`src/cbta_pkg.sv`:
```
`default_nettype none
package cbta_pkg;

  ////////////////////////////////////////////////////////////////////////////
  // register port geometry
  localparam int unsigned CBTA_AW   = 4;
  localparam int unsigned CBTA_DW   = 8;
  localparam int unsigned CBTA_NREG = 10;

  // register indices, byte address equals index
  localparam logic [3:0] CBTA_ADDR_BIT_RATE_PRESCALER    = 4'h0;
  localparam logic [3:0] CBTA_ADDR_BIT_SEGMENT_TIMING    = 4'h1;
  localparam logic [3:0] CBTA_ADDR_ACCEPT_FILTER_HIGH0   = 4'h2;
  localparam logic [3:0] CBTA_ADDR_ACCEPT_FILTER_LOW0    = 4'h3;
  localparam logic [3:0] CBTA_ADDR_ACCEPT_MASK_HIGH_ZERO = 4'h4;
  localparam logic [3:0] CBTA_ADDR_ACCEPT_MASK_LOW_ZERO  = 4'h5;
  localparam logic [3:0] CBTA_ADDR_ACCEPT_FILTER_HIGH1   = 4'h6;
  localparam logic [3:0] CBTA_ADDR_ACCEPT_FILTER_LOW1    = 4'h7;
  localparam logic [3:0] CBTA_ADDR_ACCEPT_MASK_HIGH_ONE  = 4'h8;
  localparam logic [3:0] CBTA_ADDR_ACCEPT_MASK_LOW_ONE   = 4'h9;
  localparam logic [3:0] CBTA_ADDR_CELL_CONTROL         = 4'hA;
  localparam logic [3:0] CBTA_ADDR_CELL_STATUS          = 4'hB;

  // writable bits of each stored register, by index
  localparam logic [CBTA_NREG-1:0][7:0] CBTA_WMASK = {
    8'hF0, 8'hFF, 8'hF0, 8'hFF, 8'hF0, 8'hFF, 8'hF0, 8'hFF, 8'h37, 8'h3F
  };
  localparam logic [7:0] CBTA_REG_RST  = 8'h00;
  localparam logic [7:0] CBTA_CTRL_RST = 8'h00;

  // field positions
  localparam int unsigned CBTA_BRP_LSB     = 0;
  localparam int unsigned CBTA_BS1_LSB     = 0;
  localparam int unsigned CBTA_BS2_LSB     = 4;
  localparam int unsigned CBTA_FLO_LSB     = 4;
  localparam int unsigned CBTA_CTRL_WAKE   = 0;
  localparam int unsigned CBTA_CTRL_STBY   = 1;
  localparam int unsigned CBTA_STAT_STBY   = 0;
  localparam int unsigned CBTA_STAT_WAKE   = 1;
  localparam int unsigned CBTA_STAT_REJ    = 2;
  localparam int unsigned CBTA_STAT_SEGBAD = 3;
  localparam int unsigned CBTA_STAT_HIT    = 4;

  // fixed part of a bit: sync quantum plus the two +1 offsets
  localparam logic [4:0] CBTA_BIT_FIXED_TQ = 5'h03;
  localparam logic [4:0] CBTA_SAMPLE_OFS   = 5'h02;

  // bit timing configuration
  typedef struct packed {
    logic [5:0] quantum_prescale;
    logic [2:0] bs1;
    logic [1:0] bs2;
  } cbta_timing_t;

  // received identifier and frame type, frame type in the lsb
  typedef struct packed {
    logic [10:0] ident;
    logic        rtr;
  } cbta_frame_id_t;

  // one filter/mask pair
  typedef struct packed {
    logic [11:0] filt;
    logic [11:0] mask;
  } cbta_accept_set_t;

  typedef enum logic [1:0] {
    CBTA_S_RUN   = 2'b00,
    CBTA_S_STBY  = 2'b01,
    CBTA_S_WAIT  = 2'b10,
    CBTA_S_PULSE = 2'b11
  } cbta_state_t;

endpackage
`default_nettype wire

```
`src/cbta_top.sv`:
```
// The plain strobed port and the address map were left to the implementer.
`timescale 1ns/1ps
`default_nettype none
module cbta_top (
  input  wire logic                     clk_sys,      // system clock 100 MHz
  input  wire logic                     rst_b,        // async reset, low
  input  wire logic [3:0]               reg_addr,     // register index
  input  wire logic [7:0]               reg_wdata,    // write data
  input  wire logic                     reg_wr,       // write strobe
  input  wire logic                     reg_rd,       // read strobe
  output logic [7:0]                    reg_rdata,    // read data, next cycle
  input  wire logic                     can_rx,       // bus receive pin
  output logic                          can_tx,       // bus transmit pin
  input  wire logic                     tx_bit,       // bit from frame engine
  input  wire logic                     bus_idle,     // engine idle, allow sync
  input  wire cbta_pkg::cbta_frame_id_t frm_id,       // received identifier
  input  wire logic                     frm_id_valid, // identifier strobe
  output logic                          frm_accept,   // frame kept pulse
  output logic                          frm_reject,   // frame dropped pulse
  output logic [1:0]                    frm_hit,      // pairs that matched
  output logic                          tq_tick,      // quantum pulse
  output logic                          sample_tick,  // sample point pulse
  output logic                          bit_end,      // bit boundary pulse
  output logic                          rx_sample,    // bus level at sample
  output logic                          standby       // cell in standby
);

  ////////////////////////////////////////////////////////////////////////////
  // storage and decode
  logic [7:0]            regs_q [cbta_pkg::CBTA_NREG];
  logic [7:0]            ctrl_q;
  logic [7:0]            reg_rdata_q;
  logic                  wake_seen_q;
  logic                  rej_seen_q;
  logic [1:0]            last_hit_q;
  logic [cbta_pkg::CBTA_NREG-1:0] wr_hit;
  logic                  wr_ctrl;
  logic                  wr_stat;
  logic                  rd_mapped;
  logic [7:0]            rd_mux;
  logic [7:0]            stat_word;

  // one write select per stored register
  for (genvar g = 0; g < cbta_pkg::CBTA_NREG; g++) begin : g_dec
    assign wr_hit[g] = reg_wr && (reg_addr == 4'(g));
  end
  assign wr_ctrl   = reg_wr && (reg_addr == cbta_pkg::CBTA_ADDR_CELL_CONTROL);
  assign wr_stat   = reg_wr && (reg_addr == cbta_pkg::CBTA_ADDR_CELL_STATUS);
  assign rd_mapped = (reg_addr <= cbta_pkg::CBTA_ADDR_CELL_STATUS);

  // stored registers, unwritable bits forced to zero
  for (genvar g = 0; g < cbta_pkg::CBTA_NREG; g++) begin : g_reg
    always_ff @(posedge clk_sys or negedge rst_b) begin
      if (!rst_b) begin
        regs_q[g] <= cbta_pkg::CBTA_REG_RST;
      end else if (wr_hit[g]) begin
        regs_q[g] <= reg_wdata & cbta_pkg::CBTA_WMASK[g];
      end
    end
  end

  // control register: wake pulse option and standby request
  always_ff @(posedge clk_sys or negedge rst_b) begin
    if (!rst_b) begin
      ctrl_q <= cbta_pkg::CBTA_CTRL_RST;
    end else if (wr_ctrl) begin
      ctrl_q <= {6'h00, reg_wdata[1:0]};
    end
  end

  ////////////////////////////////////////////////////////////////////////////
  // field views of the registers
  cbta_pkg::cbta_timing_t     timing_cfg;
  cbta_pkg::cbta_accept_set_t set0;
  cbta_pkg::cbta_accept_set_t set1;
  logic                       seg_order_bad;

  // prescale in 5:0, second segment 5:4, first segment 2:0
  assign timing_cfg.quantum_prescale = regs_q[0][cbta_pkg::CBTA_BRP_LSB +: 6];
  assign timing_cfg.bs1 = regs_q[1][cbta_pkg::CBTA_BS1_LSB +: 3];
  assign timing_cfg.bs2 = regs_q[1][cbta_pkg::CBTA_BS2_LSB +: 2];

  // 12-bit words: 8 msbs from high byte, 4 lsbs from upper nibble of low
  assign set0.filt = {regs_q[2], regs_q[3][cbta_pkg::CBTA_FLO_LSB +: 4]};
  assign set0.mask = {regs_q[4], regs_q[5][cbta_pkg::CBTA_FLO_LSB +: 4]};
  assign set1.filt = {regs_q[6], regs_q[7][cbta_pkg::CBTA_FLO_LSB +: 4]};
  assign set1.mask = {regs_q[8], regs_q[9][cbta_pkg::CBTA_FLO_LSB +: 4]};

  // flag when the second segment is at least as long as the first
  assign seg_order_bad = ({1'b0, timing_cfg.bs2} >= timing_cfg.bs1);

  ////////////////////////////////////////////////////////////////////////////
  // bus pin synchroniser and falling edge
  logic rx_s1_q;
  logic rx_s2_q;
  logic rx_prev_q;
  logic rx_fall;
  logic restart;
  logic standby_q;

  always_ff @(posedge clk_sys or negedge rst_b) begin
    if (!rst_b) begin
      rx_s1_q   <= 1'b1;
      rx_s2_q   <= 1'b1;
      rx_prev_q <= 1'b1;
    end else begin
      rx_s1_q   <= can_rx;
      rx_s2_q   <= rx_s1_q;
      rx_prev_q <= rx_s2_q;
    end
  end

  // hard sync on recessive to dominant while idle or asleep
  assign rx_fall = rx_prev_q & ~rx_s2_q;
  assign restart = rx_fall & (bus_idle | standby_q);

  ////////////////////////////////////////////////////////////////////////////
  // bit timing generator and acceptance filter
  logic tq_tick_w;
  logic sample_tick_w;
  logic bit_end_w;

  cbta_timing u_timing (
    .clk_sys       (clk_sys),
    .rst_b         (rst_b),
    .cfg_i         (timing_cfg),
    .restart_i     (restart),
    .tq_tick_q     (tq_tick_w),
    .sample_tick_q (sample_tick_w),
    .bit_end_q     (bit_end_w)
  );

  logic       accept_w;
  logic       reject_w;
  logic [1:0] hit_w;

  cbta_filter u_filter (
    .clk_sys  (clk_sys),
    .rst_b    (rst_b),
    .id_i     (frm_id),
    .valid_i  (frm_id_valid),
    .set0_i   (set0),
    .set1_i   (set1),
    .accept_q (accept_w),
    .reject_q (reject_w),
    .hit_q    (hit_w)
  );

  assign tq_tick     = tq_tick_w;
  assign sample_tick = sample_tick_w;
  assign bit_end     = bit_end_w;
  assign frm_accept  = accept_w;
  assign frm_reject  = reject_w;
  assign frm_hit     = hit_w;

  ////////////////////////////////////////////////////////////////////////////
  // standby and wake-up pulse sequencer
  cbta_pkg::cbta_state_t state_q;
  cbta_pkg::cbta_state_t state_d;
  logic                  can_tx_q;
  logic                  rx_sample_q;
  logic                  stby_req;
  logic                  wake_en;

  assign stby_req = ctrl_q[cbta_pkg::CBTA_CTRL_STBY];
  assign wake_en  = ctrl_q[cbta_pkg::CBTA_CTRL_WAKE];

  // wait for a bit edge, then hold dominant for one whole bit
  always_comb begin
    state_d = state_q;
    case (state_q)
      cbta_pkg::CBTA_S_RUN: begin
        if (stby_req) begin
          state_d = cbta_pkg::CBTA_S_STBY;
        end
      end
      cbta_pkg::CBTA_S_STBY: begin
        if (!stby_req) begin
          state_d = wake_en ? cbta_pkg::CBTA_S_WAIT : cbta_pkg::CBTA_S_RUN;
        end
      end
      cbta_pkg::CBTA_S_WAIT: begin
        if (bit_end_w) begin
          state_d = cbta_pkg::CBTA_S_PULSE;
        end
      end
      cbta_pkg::CBTA_S_PULSE: begin
        if (bit_end_w) begin
          state_d = cbta_pkg::CBTA_S_RUN;
        end
      end
      default: begin
        state_d = cbta_pkg::CBTA_S_RUN;
      end
    endcase
  end

  // state, pin drive and sampled level
  always_ff @(posedge clk_sys or negedge rst_b) begin
    if (!rst_b) begin
      state_q     <= cbta_pkg::CBTA_S_RUN;
      standby_q   <= 1'b0;
      can_tx_q    <= 1'b1;
      rx_sample_q <= 1'b1;
    end else begin
      state_q     <= state_d;
      standby_q   <= (state_d == cbta_pkg::CBTA_S_STBY);
      can_tx_q    <= (state_d == cbta_pkg::CBTA_S_PULSE) ? 1'b0 :
                     (state_d == cbta_pkg::CBTA_S_RUN) ? tx_bit : 1'b1;
      rx_sample_q <= sample_tick_w ? rx_s2_q : rx_sample_q;
    end
  end

  assign can_tx    = can_tx_q;
  assign standby   = standby_q;
  assign rx_sample = rx_sample_q;

  ////////////////////////////////////////////////////////////////////////////
  // sticky status, set wins over write-one-to-clear
  always_ff @(posedge clk_sys or negedge rst_b) begin
    if (!rst_b) begin
      wake_seen_q <= 1'b0;
      rej_seen_q  <= 1'b0;
      last_hit_q  <= 2'b00;
    end else begin
      wake_seen_q <= (standby_q & rx_fall) |
                     (wake_seen_q & ~(wr_stat & reg_wdata[cbta_pkg::CBTA_STAT_WAKE]));
      rej_seen_q  <= reject_w |
                     (rej_seen_q & ~(wr_stat & reg_wdata[cbta_pkg::CBTA_STAT_REJ]));
      last_hit_q  <= accept_w ? hit_w : last_hit_q;
    end
  end

  // read mux and registered read port
  assign stat_word = {2'b00, last_hit_q, seg_order_bad, rej_seen_q, wake_seen_q, standby_q};
  assign rd_mux    = !rd_mapped ? 8'h00 :
                     (reg_addr == cbta_pkg::CBTA_ADDR_CELL_CONTROL) ? ctrl_q :
                     (reg_addr == cbta_pkg::CBTA_ADDR_CELL_STATUS) ? stat_word :
                     regs_q[reg_addr];

  always_ff @(posedge clk_sys or negedge rst_b) begin
    if (!rst_b) begin
      reg_rdata_q <= 8'h00;
    end else begin
      reg_rdata_q <= reg_rd ? rd_mux : 8'h00;
    end
  end

  assign reg_rdata = reg_rdata_q;

  ////////////////////////////////////////////////////////////////////////////
  // checks
  property p_seg_write;
    @(posedge clk_sys) disable iff (!rst_b)
    (reg_wr && reg_addr == cbta_pkg::CBTA_ADDR_BIT_SEGMENT_TIMING)
      |=> (regs_q[1] == {2'b00, $past(reg_wdata[5:4]), 1'b0, $past(reg_wdata[2:0])});
  endproperty
  a_seg_write: assert property (p_seg_write) else $error("segment fields misplaced");

  property p_prescale_read;
    @(posedge clk_sys) disable iff (!rst_b)
    (reg_wr && reg_addr == cbta_pkg::CBTA_ADDR_BIT_RATE_PRESCALER)
      ##1 (reg_rd && reg_addr == cbta_pkg::CBTA_ADDR_BIT_RATE_PRESCALER && !reg_wr)
      |=> (reg_rdata == {2'b00, $past(reg_wdata[5:0], 2)});
  endproperty
  a_prescale_read: assert property (p_prescale_read) else $error("prescale readback wrong");

  property p_filter_low;
    @(posedge clk_sys) disable iff (!rst_b)
    (reg_wr && reg_addr == cbta_pkg::CBTA_ADDR_ACCEPT_FILTER_LOW1)
      |=> (set1.filt[3:0] == $past(reg_wdata[7:4]) && regs_q[7][3:0] == 4'h0);
  endproperty
  a_filter_low: assert property (p_filter_low) else $error("filter low nibble wrong");

  property p_unmapped;
    @(posedge clk_sys) disable iff (!rst_b)
    (reg_rd && reg_addr > cbta_pkg::CBTA_ADDR_CELL_STATUS) |=> (reg_rdata == 8'h00);
  endproperty
  a_unmapped: assert property (p_unmapped) else $error("unmapped read not zero");

  property p_wake_bit;
    @(posedge clk_sys) disable iff (!rst_b)
    (state_q == cbta_pkg::CBTA_S_WAIT && bit_end_w)
      |=> !can_tx throughout (##[0:1000] bit_end_w);
  endproperty
  a_wake_bit: assert property (p_wake_bit) else $error("wake pulse not dominant");

  property p_no_pulse;
    @(posedge clk_sys) disable iff (!rst_b)
    (state_q == cbta_pkg::CBTA_S_STBY && !stby_req && !wake_en)
      |=> (state_q == cbta_pkg::CBTA_S_RUN);
  endproperty
  a_no_pulse: assert property (p_no_pulse) else $error("wake pulse without option");

  property p_stby_quiet;
    @(posedge clk_sys) disable iff (!rst_b)
    (state_q == cbta_pkg::CBTA_S_STBY) |-> can_tx;
  endproperty
  a_stby_quiet: assert property (p_stby_quiet) else $error("bus driven in standby");

  property p_mask_low;
    @(posedge clk_sys) disable iff (!rst_b)
    (reg_wr && reg_addr == cbta_pkg::CBTA_ADDR_ACCEPT_MASK_LOW_ZERO)
      |=> (set0.mask[3:0] == $past(reg_wdata[7:4]) && regs_q[5][3:0] == 4'h0);
  endproperty
  a_mask_low: assert property (p_mask_low) else $error("mask low nibble wrong");

  property p_reject_sticky;
    @(posedge clk_sys) disable iff (!rst_b)
    frm_reject |=> rej_seen_q;
  endproperty
  a_reject_sticky: assert property (p_reject_sticky) else $error("reject not recorded");

  property p_verdict_once;
    @(posedge clk_sys) disable iff (!rst_b)
    frm_id_valid |=> (frm_accept != frm_reject);
  endproperty
  a_verdict_once: assert property (p_verdict_once) else $error("frame verdict missing");

  c_wake_pulse: cover property (@(posedge clk_sys) disable iff (!rst_b)
                                state_q == cbta_pkg::CBTA_S_PULSE && bit_end_w);
  c_sample:     cover property (@(posedge clk_sys) disable iff (!rst_b)
                                sample_tick_w ##[1:200] bit_end_w);
  c_reject:     cover property (@(posedge clk_sys) disable iff (!rst_b)
                                frm_reject);

endmodule
`default_nettype wire

```
`src/cbta_timing.sv`:
```
`timescale 1ns/1ps
`default_nettype none
module cbta_timing (
  input  wire logic                  clk_sys,       // system clock
  input  wire logic                  rst_b,         // async reset, low
  input  wire cbta_pkg::cbta_timing_t cfg_i,        // programmed timing
  input  wire logic                  restart_i,     // hard sync, restart bit
  output logic                       tq_tick_q,     // one quantum done
  output logic                       sample_tick_q, // sample point
  output logic                       bit_end_q      // bit boundary
);

  ////////////////////////////////////////////////////////////////////////////
  // counters and shadow of the configuration
  cbta_pkg::cbta_timing_t cfg_q;
  logic [5:0]             presc_q;
  logic [3:0]             tqn_q;
  logic                   tq;
  logic                   tq_last;
  logic                   at_sample;
  logic [3:0]             last_tq;

  // quantum ends after brp+1 clocks, bit after 3+bs1+bs2 quanta
  assign tq        = (presc_q == cfg_q.quantum_prescale);
  assign last_tq   = 4'({1'b0, cfg_q.bs1}) + 4'({2'b00, cfg_q.bs2}) + 4'h2;
  assign tq_last   = (tqn_q == last_tq);
  assign at_sample = (tqn_q == 4'({1'b0, cfg_q.bs1}) + 4'h1);

  // prescaler, quantum index, shadow reloaded at bit edges
  always_ff @(posedge clk_sys or negedge rst_b) begin
    if (!rst_b) begin
      presc_q <= 6'h00;
      tqn_q   <= 4'h0;
      cfg_q   <= '0;
    end else if (restart_i) begin
      presc_q <= 6'h00;
      tqn_q   <= 4'h0;
      cfg_q   <= cfg_i;
    end else begin
      presc_q <= tq ? 6'h00 : presc_q + 6'h01;
      if (tq) begin
        tqn_q <= tq_last ? 4'h0 : tqn_q + 4'h1;
      end
      if (tq && tq_last) begin
        cfg_q <= cfg_i;
      end
    end
  end

  // registered tick outputs
  always_ff @(posedge clk_sys or negedge rst_b) begin
    if (!rst_b) begin
      tq_tick_q     <= 1'b0;
      sample_tick_q <= 1'b0;
      bit_end_q     <= 1'b0;
    end else begin
      tq_tick_q     <= tq & ~restart_i;
      sample_tick_q <= tq & at_sample & ~restart_i;
      bit_end_q     <= tq & tq_last & ~restart_i;
    end
  end

  ////////////////////////////////////////////////////////////////////////////
  // checking helpers: clocks since last quantum, quanta since bit edge
  logic [6:0] gap_q;
  logic [3:0] tqs_q;
  always_ff @(posedge clk_sys or negedge rst_b) begin
    if (!rst_b) begin
      gap_q <= 7'h7F; // as after restart, first tick wraps to 0
      tqs_q <= 4'h0;
    end else begin
      gap_q <= restart_i ? 7'h7F : (tq_tick_q ? 7'h00 : gap_q + 7'h01);
      tqs_q <= (restart_i | bit_end_q) ? 4'h0 : (tq_tick_q ? tqs_q + 4'h1 : tqs_q);
    end
  end

  property p_tq_period;
    @(posedge clk_sys) disable iff (!rst_b)
    (tq_tick_q && !$past(restart_i)) |-> (gap_q == 7'($past(cfg_q.quantum_prescale)));
  endproperty
  a_tq_period: assert property (p_tq_period) else $error("quantum length wrong");

  property p_bit_len;
    @(posedge clk_sys) disable iff (!rst_b)
    bit_end_q |-> (5'(tqs_q) + 5'h01 == 5'($past(cfg_q.bs1)) + 5'($past(cfg_q.bs2))
                   + cbta_pkg::CBTA_BIT_FIXED_TQ);
  endproperty
  a_bit_len: assert property (p_bit_len) else $error("bit length wrong");

  property p_sample_pos;
    @(posedge clk_sys) disable iff (!rst_b)
    sample_tick_q |-> (5'(tqs_q) + 5'h01 == 5'(cfg_q.bs1) + cbta_pkg::CBTA_SAMPLE_OFS);
  endproperty
  a_sample_pos: assert property (p_sample_pos) else $error("sample point misplaced");

endmodule
`default_nettype wire

```
`src/cbta_filter.sv`:
```
`timescale 1ns/1ps
`default_nettype none
module cbta_filter (
  input  wire logic                      clk_sys,  // system clock
  input  wire logic                      rst_b,    // async reset, low
  input  wire cbta_pkg::cbta_frame_id_t  id_i,     // identifier and type
  input  wire logic                      valid_i,  // identifier strobe
  input  wire cbta_pkg::cbta_accept_set_t set0_i,  // pair zero
  input  wire cbta_pkg::cbta_accept_set_t set1_i,  // pair one
  output logic                           accept_q, // frame kept
  output logic                           reject_q, // frame dropped
  output logic [1:0]                     hit_q     // matching pairs
);

  ////////////////////////////////////////////////////////////////////////////
  // per pair compare over 12 bits, mask one means must match
  cbta_pkg::cbta_accept_set_t sets [2];
  logic [1:0]                 hit;
  assign sets[0] = set0_i;
  assign sets[1] = set1_i;

  for (genvar g = 0; g < 2; g++) begin : g_pair
    assign hit[g] = ~|((id_i ^ sets[g].filt) & sets[g].mask);
  end

  // either pair accepts, else discard
  always_ff @(posedge clk_sys or negedge rst_b) begin
    if (!rst_b) begin
      accept_q <= 1'b0;
      reject_q <= 1'b0;
      hit_q    <= 2'b00;
    end else begin
      accept_q <= valid_i & (|hit);
      reject_q <= valid_i & ~(|hit);
      hit_q    <= valid_i ? hit : hit_q;
    end
  end

  ////////////////////////////////////////////////////////////////////////////
  // checks
  property p_accept;
    @(posedge clk_sys) disable iff (!rst_b)
    (valid_i && (((id_i ^ set0_i.filt) & set0_i.mask) == 12'h000
              || ((id_i ^ set1_i.filt) & set1_i.mask) == 12'h000))
      |=> (accept_q && !reject_q);
  endproperty
  a_accept: assert property (p_accept) else $error("matching frame not accepted");

  property p_reject;
    @(posedge clk_sys) disable iff (!rst_b)
    (valid_i && ((id_i ^ set0_i.filt) & set0_i.mask) != 12'h000
             && ((id_i ^ set1_i.filt) & set1_i.mask) != 12'h000)
      |=> (reject_q && !accept_q);
  endproperty
  a_reject: assert property (p_reject) else $error("non matching frame accepted");

  property p_type_dontcare;
    @(posedge clk_sys) disable iff (!rst_b)
    (valid_i && !set0_i.mask[0]
             && (((id_i ^ set0_i.filt) & set0_i.mask) & 12'hFFE) == 12'h000)
      |=> (accept_q && hit_q[0]);
  endproperty
  a_type_dontcare: assert property (p_type_dontcare) else $error("type bit not ignored");

  c_accept_one: cover property (@(posedge clk_sys) disable iff (!rst_b)
                                accept_q && hit_q == 2'b10);

endmodule
`default_nettype wire

```
`config.mk`:
```
export PLATFORM = sky130hd
export DESIGN_NAME = cbta_top
export DESIGN_NICKNAME = d
export VERILOG_FILES = /design/src/cbta_pkg.sv /design/src/cbta_top.sv /design/src/cbta_timing.sv /design/src/cbta_filter.sv
export SDC_FILE = /design/constraint.sdc
export NUM_CORES = 1
export LEC_CHECK = 0
export BUFFER_PORTS_ARGS = -buffer_cell sky130_fd_sc_hd__buf_2
export CORE_MARGIN = 5
export CORE_UTILIZATION = 40
export CTS_BUF_LIST = sky130_fd_sc_hd__clkbuf_8
export CTS_CLUSTER_SIZE = 25
export DETAILED_ROUTE_END_ITERATION = 10
export GPL_TIMING_DRIVEN = 1
export SLEW_MARGIN = 0
export SYNTH_ARGS = -nofsm -noshare
export SYNTH_HDL_FRONTEND = slang
export SYNTH_SLANG_ARGS = --single-unit
export TNS_END_PERCENT = 10
```
`constraint.sdc`:
```
create_clock -name clk_sys -period 2.2 [get_ports clk_sys]
set_input_delay 0.33 -clock clk_sys [delete_from_list [all_inputs] [get_ports clk_sys]]
set_output_delay 0.33 -clock clk_sys [all_outputs]
set_load 0.01 [all_outputs]
```
# Word-level counts from Yosys, hierarchy flattened
# Index checks and enable logic that the tools add are counted.
word_totals:
  register_bits: 109
  in_bits: 32
  output_inout_bits: 18
  word_cells: 132
op_classes:
  add_sub_neg: 5
  n_lt_le_gt_ge: 3
  n_eq_ne: 19
  muxes: 22
  n_bitwise: 27
  reduce_logical: 23
ops:
  columns: ["op", "count"]
  rows:
  - ["$mux 8", 6]
  - ["$bmux 8 s4", 1]
  - ["$and 12x12->12", 2]
  - ["$reduce_or 12->1", 2]
  - ["$xor 12x12->12", 2]
  - ["$mux 11", 2]
  - ["$eq 4x3->1 const B", 4]
  - ["$eq 4x4->1 const B", 4]
  - ["$and 1x1->1", 14]
  - ["$logic_and 1x1->1", 13]
  - ["$mux 4", 3]
  - ["$mux 6", 2]
  - ["$mux 2", 5]
  - ["$eq 4x2->1 const B", 2]
  - ["$eq 4x4->1", 2]
  - ["$pmux 2 s4", 1]
  - ["$add 6x1->6 const B", 1]
  - ["$eq 2x2->1 const B", 3]
  - ["$eq 6x6->1", 1]
  - ["$ge 5x5->1 const B", 1]
  - ["$not 1->1", 5]
  - ["$not 4->5", 1]
  - ["$add 3x1->4 const B", 1]
  - ["$add 3x2->4", 1]
  - ["other kinds (13)", 20]

# Depth between registers and ports, before layout
logic_depth:
  word_depth: 8
  depth_mapped: 10
  depth_no_buf: 10

# Hierarchy
# A second synthesis with hierarchy kept.
unflattened:
  cells_unflattened: 455
  hier_area_um2: 5556.6
modules_own_cells:
  columns: ["module", "instances", "cells_per_inst", "area_each_um2", "seq_area_each_um2"]
  rows:
  - ["cbta_top", 1, 296, 3808.7, 2033.2]
  - ["cbta_timing", 1, 111, 1255.0, 600.6]
  - ["cbta_filter", 1, 48, 493.0, 100.1]

# Least setup slack after synthesis
# OpenSTA, ideal clock, no wires.
synth_path:
  path_type: "reg2reg"
  start: "reg u_timing.cfg_q[3] in the netlist's numbering"
  end: "reg u_timing.cfg_q[0] in the netlist's numbering"
  setup_ns: 0.125
  t_arrival_ns: 2.283
  t_required_ns: 2.075
  setup_slack_ns: -0.208
  stages_incl_launch_ff: 11
  path_buffers: 1
  period_less_slack_ns: 2.408
  path_cell_list: "dfrtp_1 > inv_1 > ha_1 > inv_1 > ha_1 > fa_1 > xnor2_1 > nand4_1 > o21a_1 > buf_6 > mux2_4"
synth_via:
  elab_chain_cells: 5
synth_rtl:
  columns: ["element", "line", "text"]
  rows:
  - ["start, declared", "cbta_timing.sv:15", "cbta_pkg::cbta_timing_t cfg_q;"]
  - ["start signal, assigned", "cbta_timing.sv:38", "cfg_q <= cfg_i;"]
  - ["start signal, assigned", "cbta_timing.sv:45", "cfg_q <= cfg_i;"]
  - ["$add 3x2->4", "cbta_timing.sv:25", "assign last_tq = 4'({1'b0, cfg_q.bs1}) + 4'({2'b00, cfg_q.bs2}) + 4'h2;"]
  - ["$add 4x2->4", "cbta_timing.sv:25", null]
  - ["$eq 4x4->1", "cbta_timing.sv:26", "assign tq_last = (tqn_q == last_tq);"]
  - ["$logic_and 1x1->1", "cbta_timing.sv:44", "if (tq && tq_last) begin"]
  - ["$reduce_bool 2->1 (no source line)", null, null]
# No other way between the ends.
# A chain may end at the register's enable or synchronous reset.

# Worst setup path in the final report
layout_path:
  start: "reg u_timing.cfg_q[1] in the netlist's numbering"
  end: "reg u_timing.cfg_q[5] in the netlist's numbering"
# Same word-level chain as after synthesis.

==> impl_results.md <==
- Status: finished with violations
- Failing checks: setup timing
- Top cells by count, synth: 104 x dfrtp_1, 55 x mux2_2, 36 x xor2_1
- Area contributors post-synth: dfrtp_1 48%, mux2_2 11%, xor2_1 5.8%
- Synth top area share: 0.480
- PortBufs: 49
- Finished Core Util: 0.477
- 1st-iter DRT viols: 179
- Htree depth: 3
- Max Fanout on Critical Path: 5
- Post-Syn Instances: 438
- Layout cells sized above 1: 0.348
- Yosys top cell by area: dfrtp_1
- Die X-Extent: 126 um
- Ant diodes: 0
- Router iterations before antenna repair: 4
- Crit. End Element: flop
- Routability cong.: 0.836
- Crit Path Category: flop to flop
- Lkg Pwr: between 2 and 3 nW
- Tcrit/Tclk final: 1.12
- DRC viols: 0
- Register bit total from synthesis: 109
- Cts bufs inserted: 9
- RSZ-0062 raised after global routing: true
- Nets: 551
- I/O pins: 50
- Worst Max-Slew Pin Slew: 0.633 ns
- Total GRT Usage: 0.169
- Final Skew: 0.0139 ns
- Setup TNS: -2.92 ns
- Final hold vios: 0
- Cell Area, Synth: 5420 um^2
- Minimum clock period: 2.47 ns
- Fill cells: about 1300
- Initial antenna violation count: 0
- Avg Cell Area, Syn: 12.4 um^2
- Grt ovf: 0
- Area delta synth->final: 16.5%
- Cell Rows: 42
- Slew Viols, Final: 0
- Worst Slack Setup Final: -0.270 ns
- Setup Viol. Count Final: 15
- Core area: 13200 um^2
- CTS Sinks: roughly 110
- EDFF count, synth: 0
- Root Buffer: clkbuf_8
- CTS tree: done
- Die area: 16000 um^2
- Synth warn: 0
- Vias per cell: ~5.3
- DP HPWL: 9510 um
- Vias in the first global route: 3749
- Top_reg_cell synth: dfrtp_1
- Starting Density: 0.409
- Worst setup SP type: flop
- Count leader, synth: dfrtp_1
- Final non-filler cell total: a little under 700
- DRT Wirelength: around 13000 um
- Placed insts: 670
- Max VDD drop: roughly 0.00045 V
- Slew margin rel.: 0.574
- Post-DP Area: 6030 um^2
- CP required: 2.48 ns
- Fmax achieved: 0.405 GHz
- HP Class: input port to flop
- Post-synthesis net count: 479
- Largest net degree at the start of global routing: 60
- CTS max path bufs: 2
- Fin area: 6310 um^2
- Worst-Skew Late Latency: 0.39 ns
- Sequential fraction of the synthesis area: 0.504
- Worst-path clk slew: 0.10 ns
- CP Data Arrival Time: 2.75 ns
- First-pass GRT wire length: between 20000 and 25000 um
- PwrDens: 993 nW/um^2
- Max-Cap Viols: 0
- Vert. Die Dim: 126 um
- Routed Antenna Nets: 0
- Vias: 3696
- Async SR Flop Fraction: 1.00
- Wire per inst: 18.6 um
- Unique masters post-synth: 54
==> where the power goes <==
part	switching (mW)	internal (mW)
registers	0.472	2.53
logic	0.921	1.17
clock network	0.674	0.500
==> cells in the final DEF, fill, tap and decap left out, types with 3 or more instances in the layout <==
cell / instances
and2_1: 3
nand2_1: 21
nand3_1: 13
nor2b_1: 8
o21ai_0: 8
ha_1: 6
clkbuf_8: 12
mux4_2: 4
mux2_1: 11
and3_1: 4
nor3b_1: 5
xor2_1: 36
nor2_1: 21
a221oi_1: 8
o22ai_1: 4
dfstp_2: 5
buf_2: 48
inv_2: 3
a21oi_1: 7
dfrtp_1: 104
a31oi_1: 4
inv_1: 9
xnor2_1: 6
buf_4: 29
mux2_2: 55
a22o_1: 7
mux2i_1: 18
mux2_4: 10
==> cell families (layout without fill, tap and decap cells) <==
group / after synthesis / after routing / synth area share
muxes: 98 / 98 / 0.214
buffers and inverters: 30 / 107 / 0.0238
xor gates and xnor gates: 42 / 42 / 0.0679
DFF: 109 / 109 / 0.504
adders and majority gates: 9 / 9 / 0.0222
and+or+nand+nor: 92 / 92 / 0.0905
AOI/OAI and AO/OA: 58 / 58 / 0.0775
==> sequential cells by signal (all words and copies together), names as in the netlist, 2 cells and up <==
register,flops
u_filter.hit_q,2
u_timing.tqn_q,4
u_timing.presc_q,6
u_timing.cfg_q,11
state_q,2
ctrl_q,2
reg_rdata,8
last_hit_q,2
regs_q,59
==> final cells by class <==
type                       count  area, um^2  share of cell area
tap                          176         220              0.0349
multi-input combinational    299        2600               0.412
timing repair buffer          81         533              0.0844
clock buffer                  12         165              0.0262
sequential                   109        2730               0.433
clock inverter                 4        23.8             0.00376
inverter                      10        37.5             0.00594
==> routing by layer <==
| layer | track usage | up-vias | share of wire |
|---|---|---|---|
| met5 | 0 | - | 0 |
| met4 | 0.0397 | 0 | 0.011 |
| met3 | 0.0492 | 17 | 0.050 |
| met2 | 0.252 | 89 | 0.46 |
| met1 | 0.245 | 1875 | 0.47 |
| li1 | - | 1715 | - |
==> timing repair <==
item                                    in CTS  in global routing
endpoints found under the setup margin      15                 15
cloned                                       0                  1
resized for setup                            3                  5
hold buffers                                 1                  0
setup buffers                                1                  2
pin swaps                                    5                  4
endpoints found under the hold margin       16                  0
==> through the flow <==
stage               hold slack (ns)  worst slack, ns  power, mW
floorplan                    0.0344           -0.199       4.31
global placement              0.231           -0.206       4.94
detailed placement            0.235           -0.254       5.02
CTS                          0.0220           -0.261       6.24
global route                0.00558           -0.353       6.71
finish                       0.0477           -0.270       6.27
==> worst paths after layout <==
| path | cells past startpoint | slack, ns | from | to |
|---|---|---|---|---|
| setup / recovery | 10 | -0.27 | u_timing.cfg_q[1] | u_timing.cfg_q[5] |
| hold / removal | 1 | 0.05 | can_rx | rx_s1_q |
| setup reg to reg | 10 | -0.27 | u_timing.cfg_q[1] | u_timing.cfg_q[5] |
| hold reg to reg | 0 | 0.37 | rx_s1_q | rx_s2_q |
| max in group asynchronous | 3 | 1.11 | rst_b | can_tx |
| min in group asynchronous | 2 | 0.35 | rst_b | u_timing.tq_tick_q |
==> worst max-delay path, cell delays in order, from the launching register on <==
cell       delay, ns
dfrtp_1         0.36
inv_1           0.07
ha_4            0.26
inv_2           0.04
ha_4            0.14
fa_1            0.45
xnor2_1         0.17
nand4_1         0.13
o21a_2          0.28
clkbuf_16       0.17
mux2_4          0.29
(Power assumes the default switching activity.)
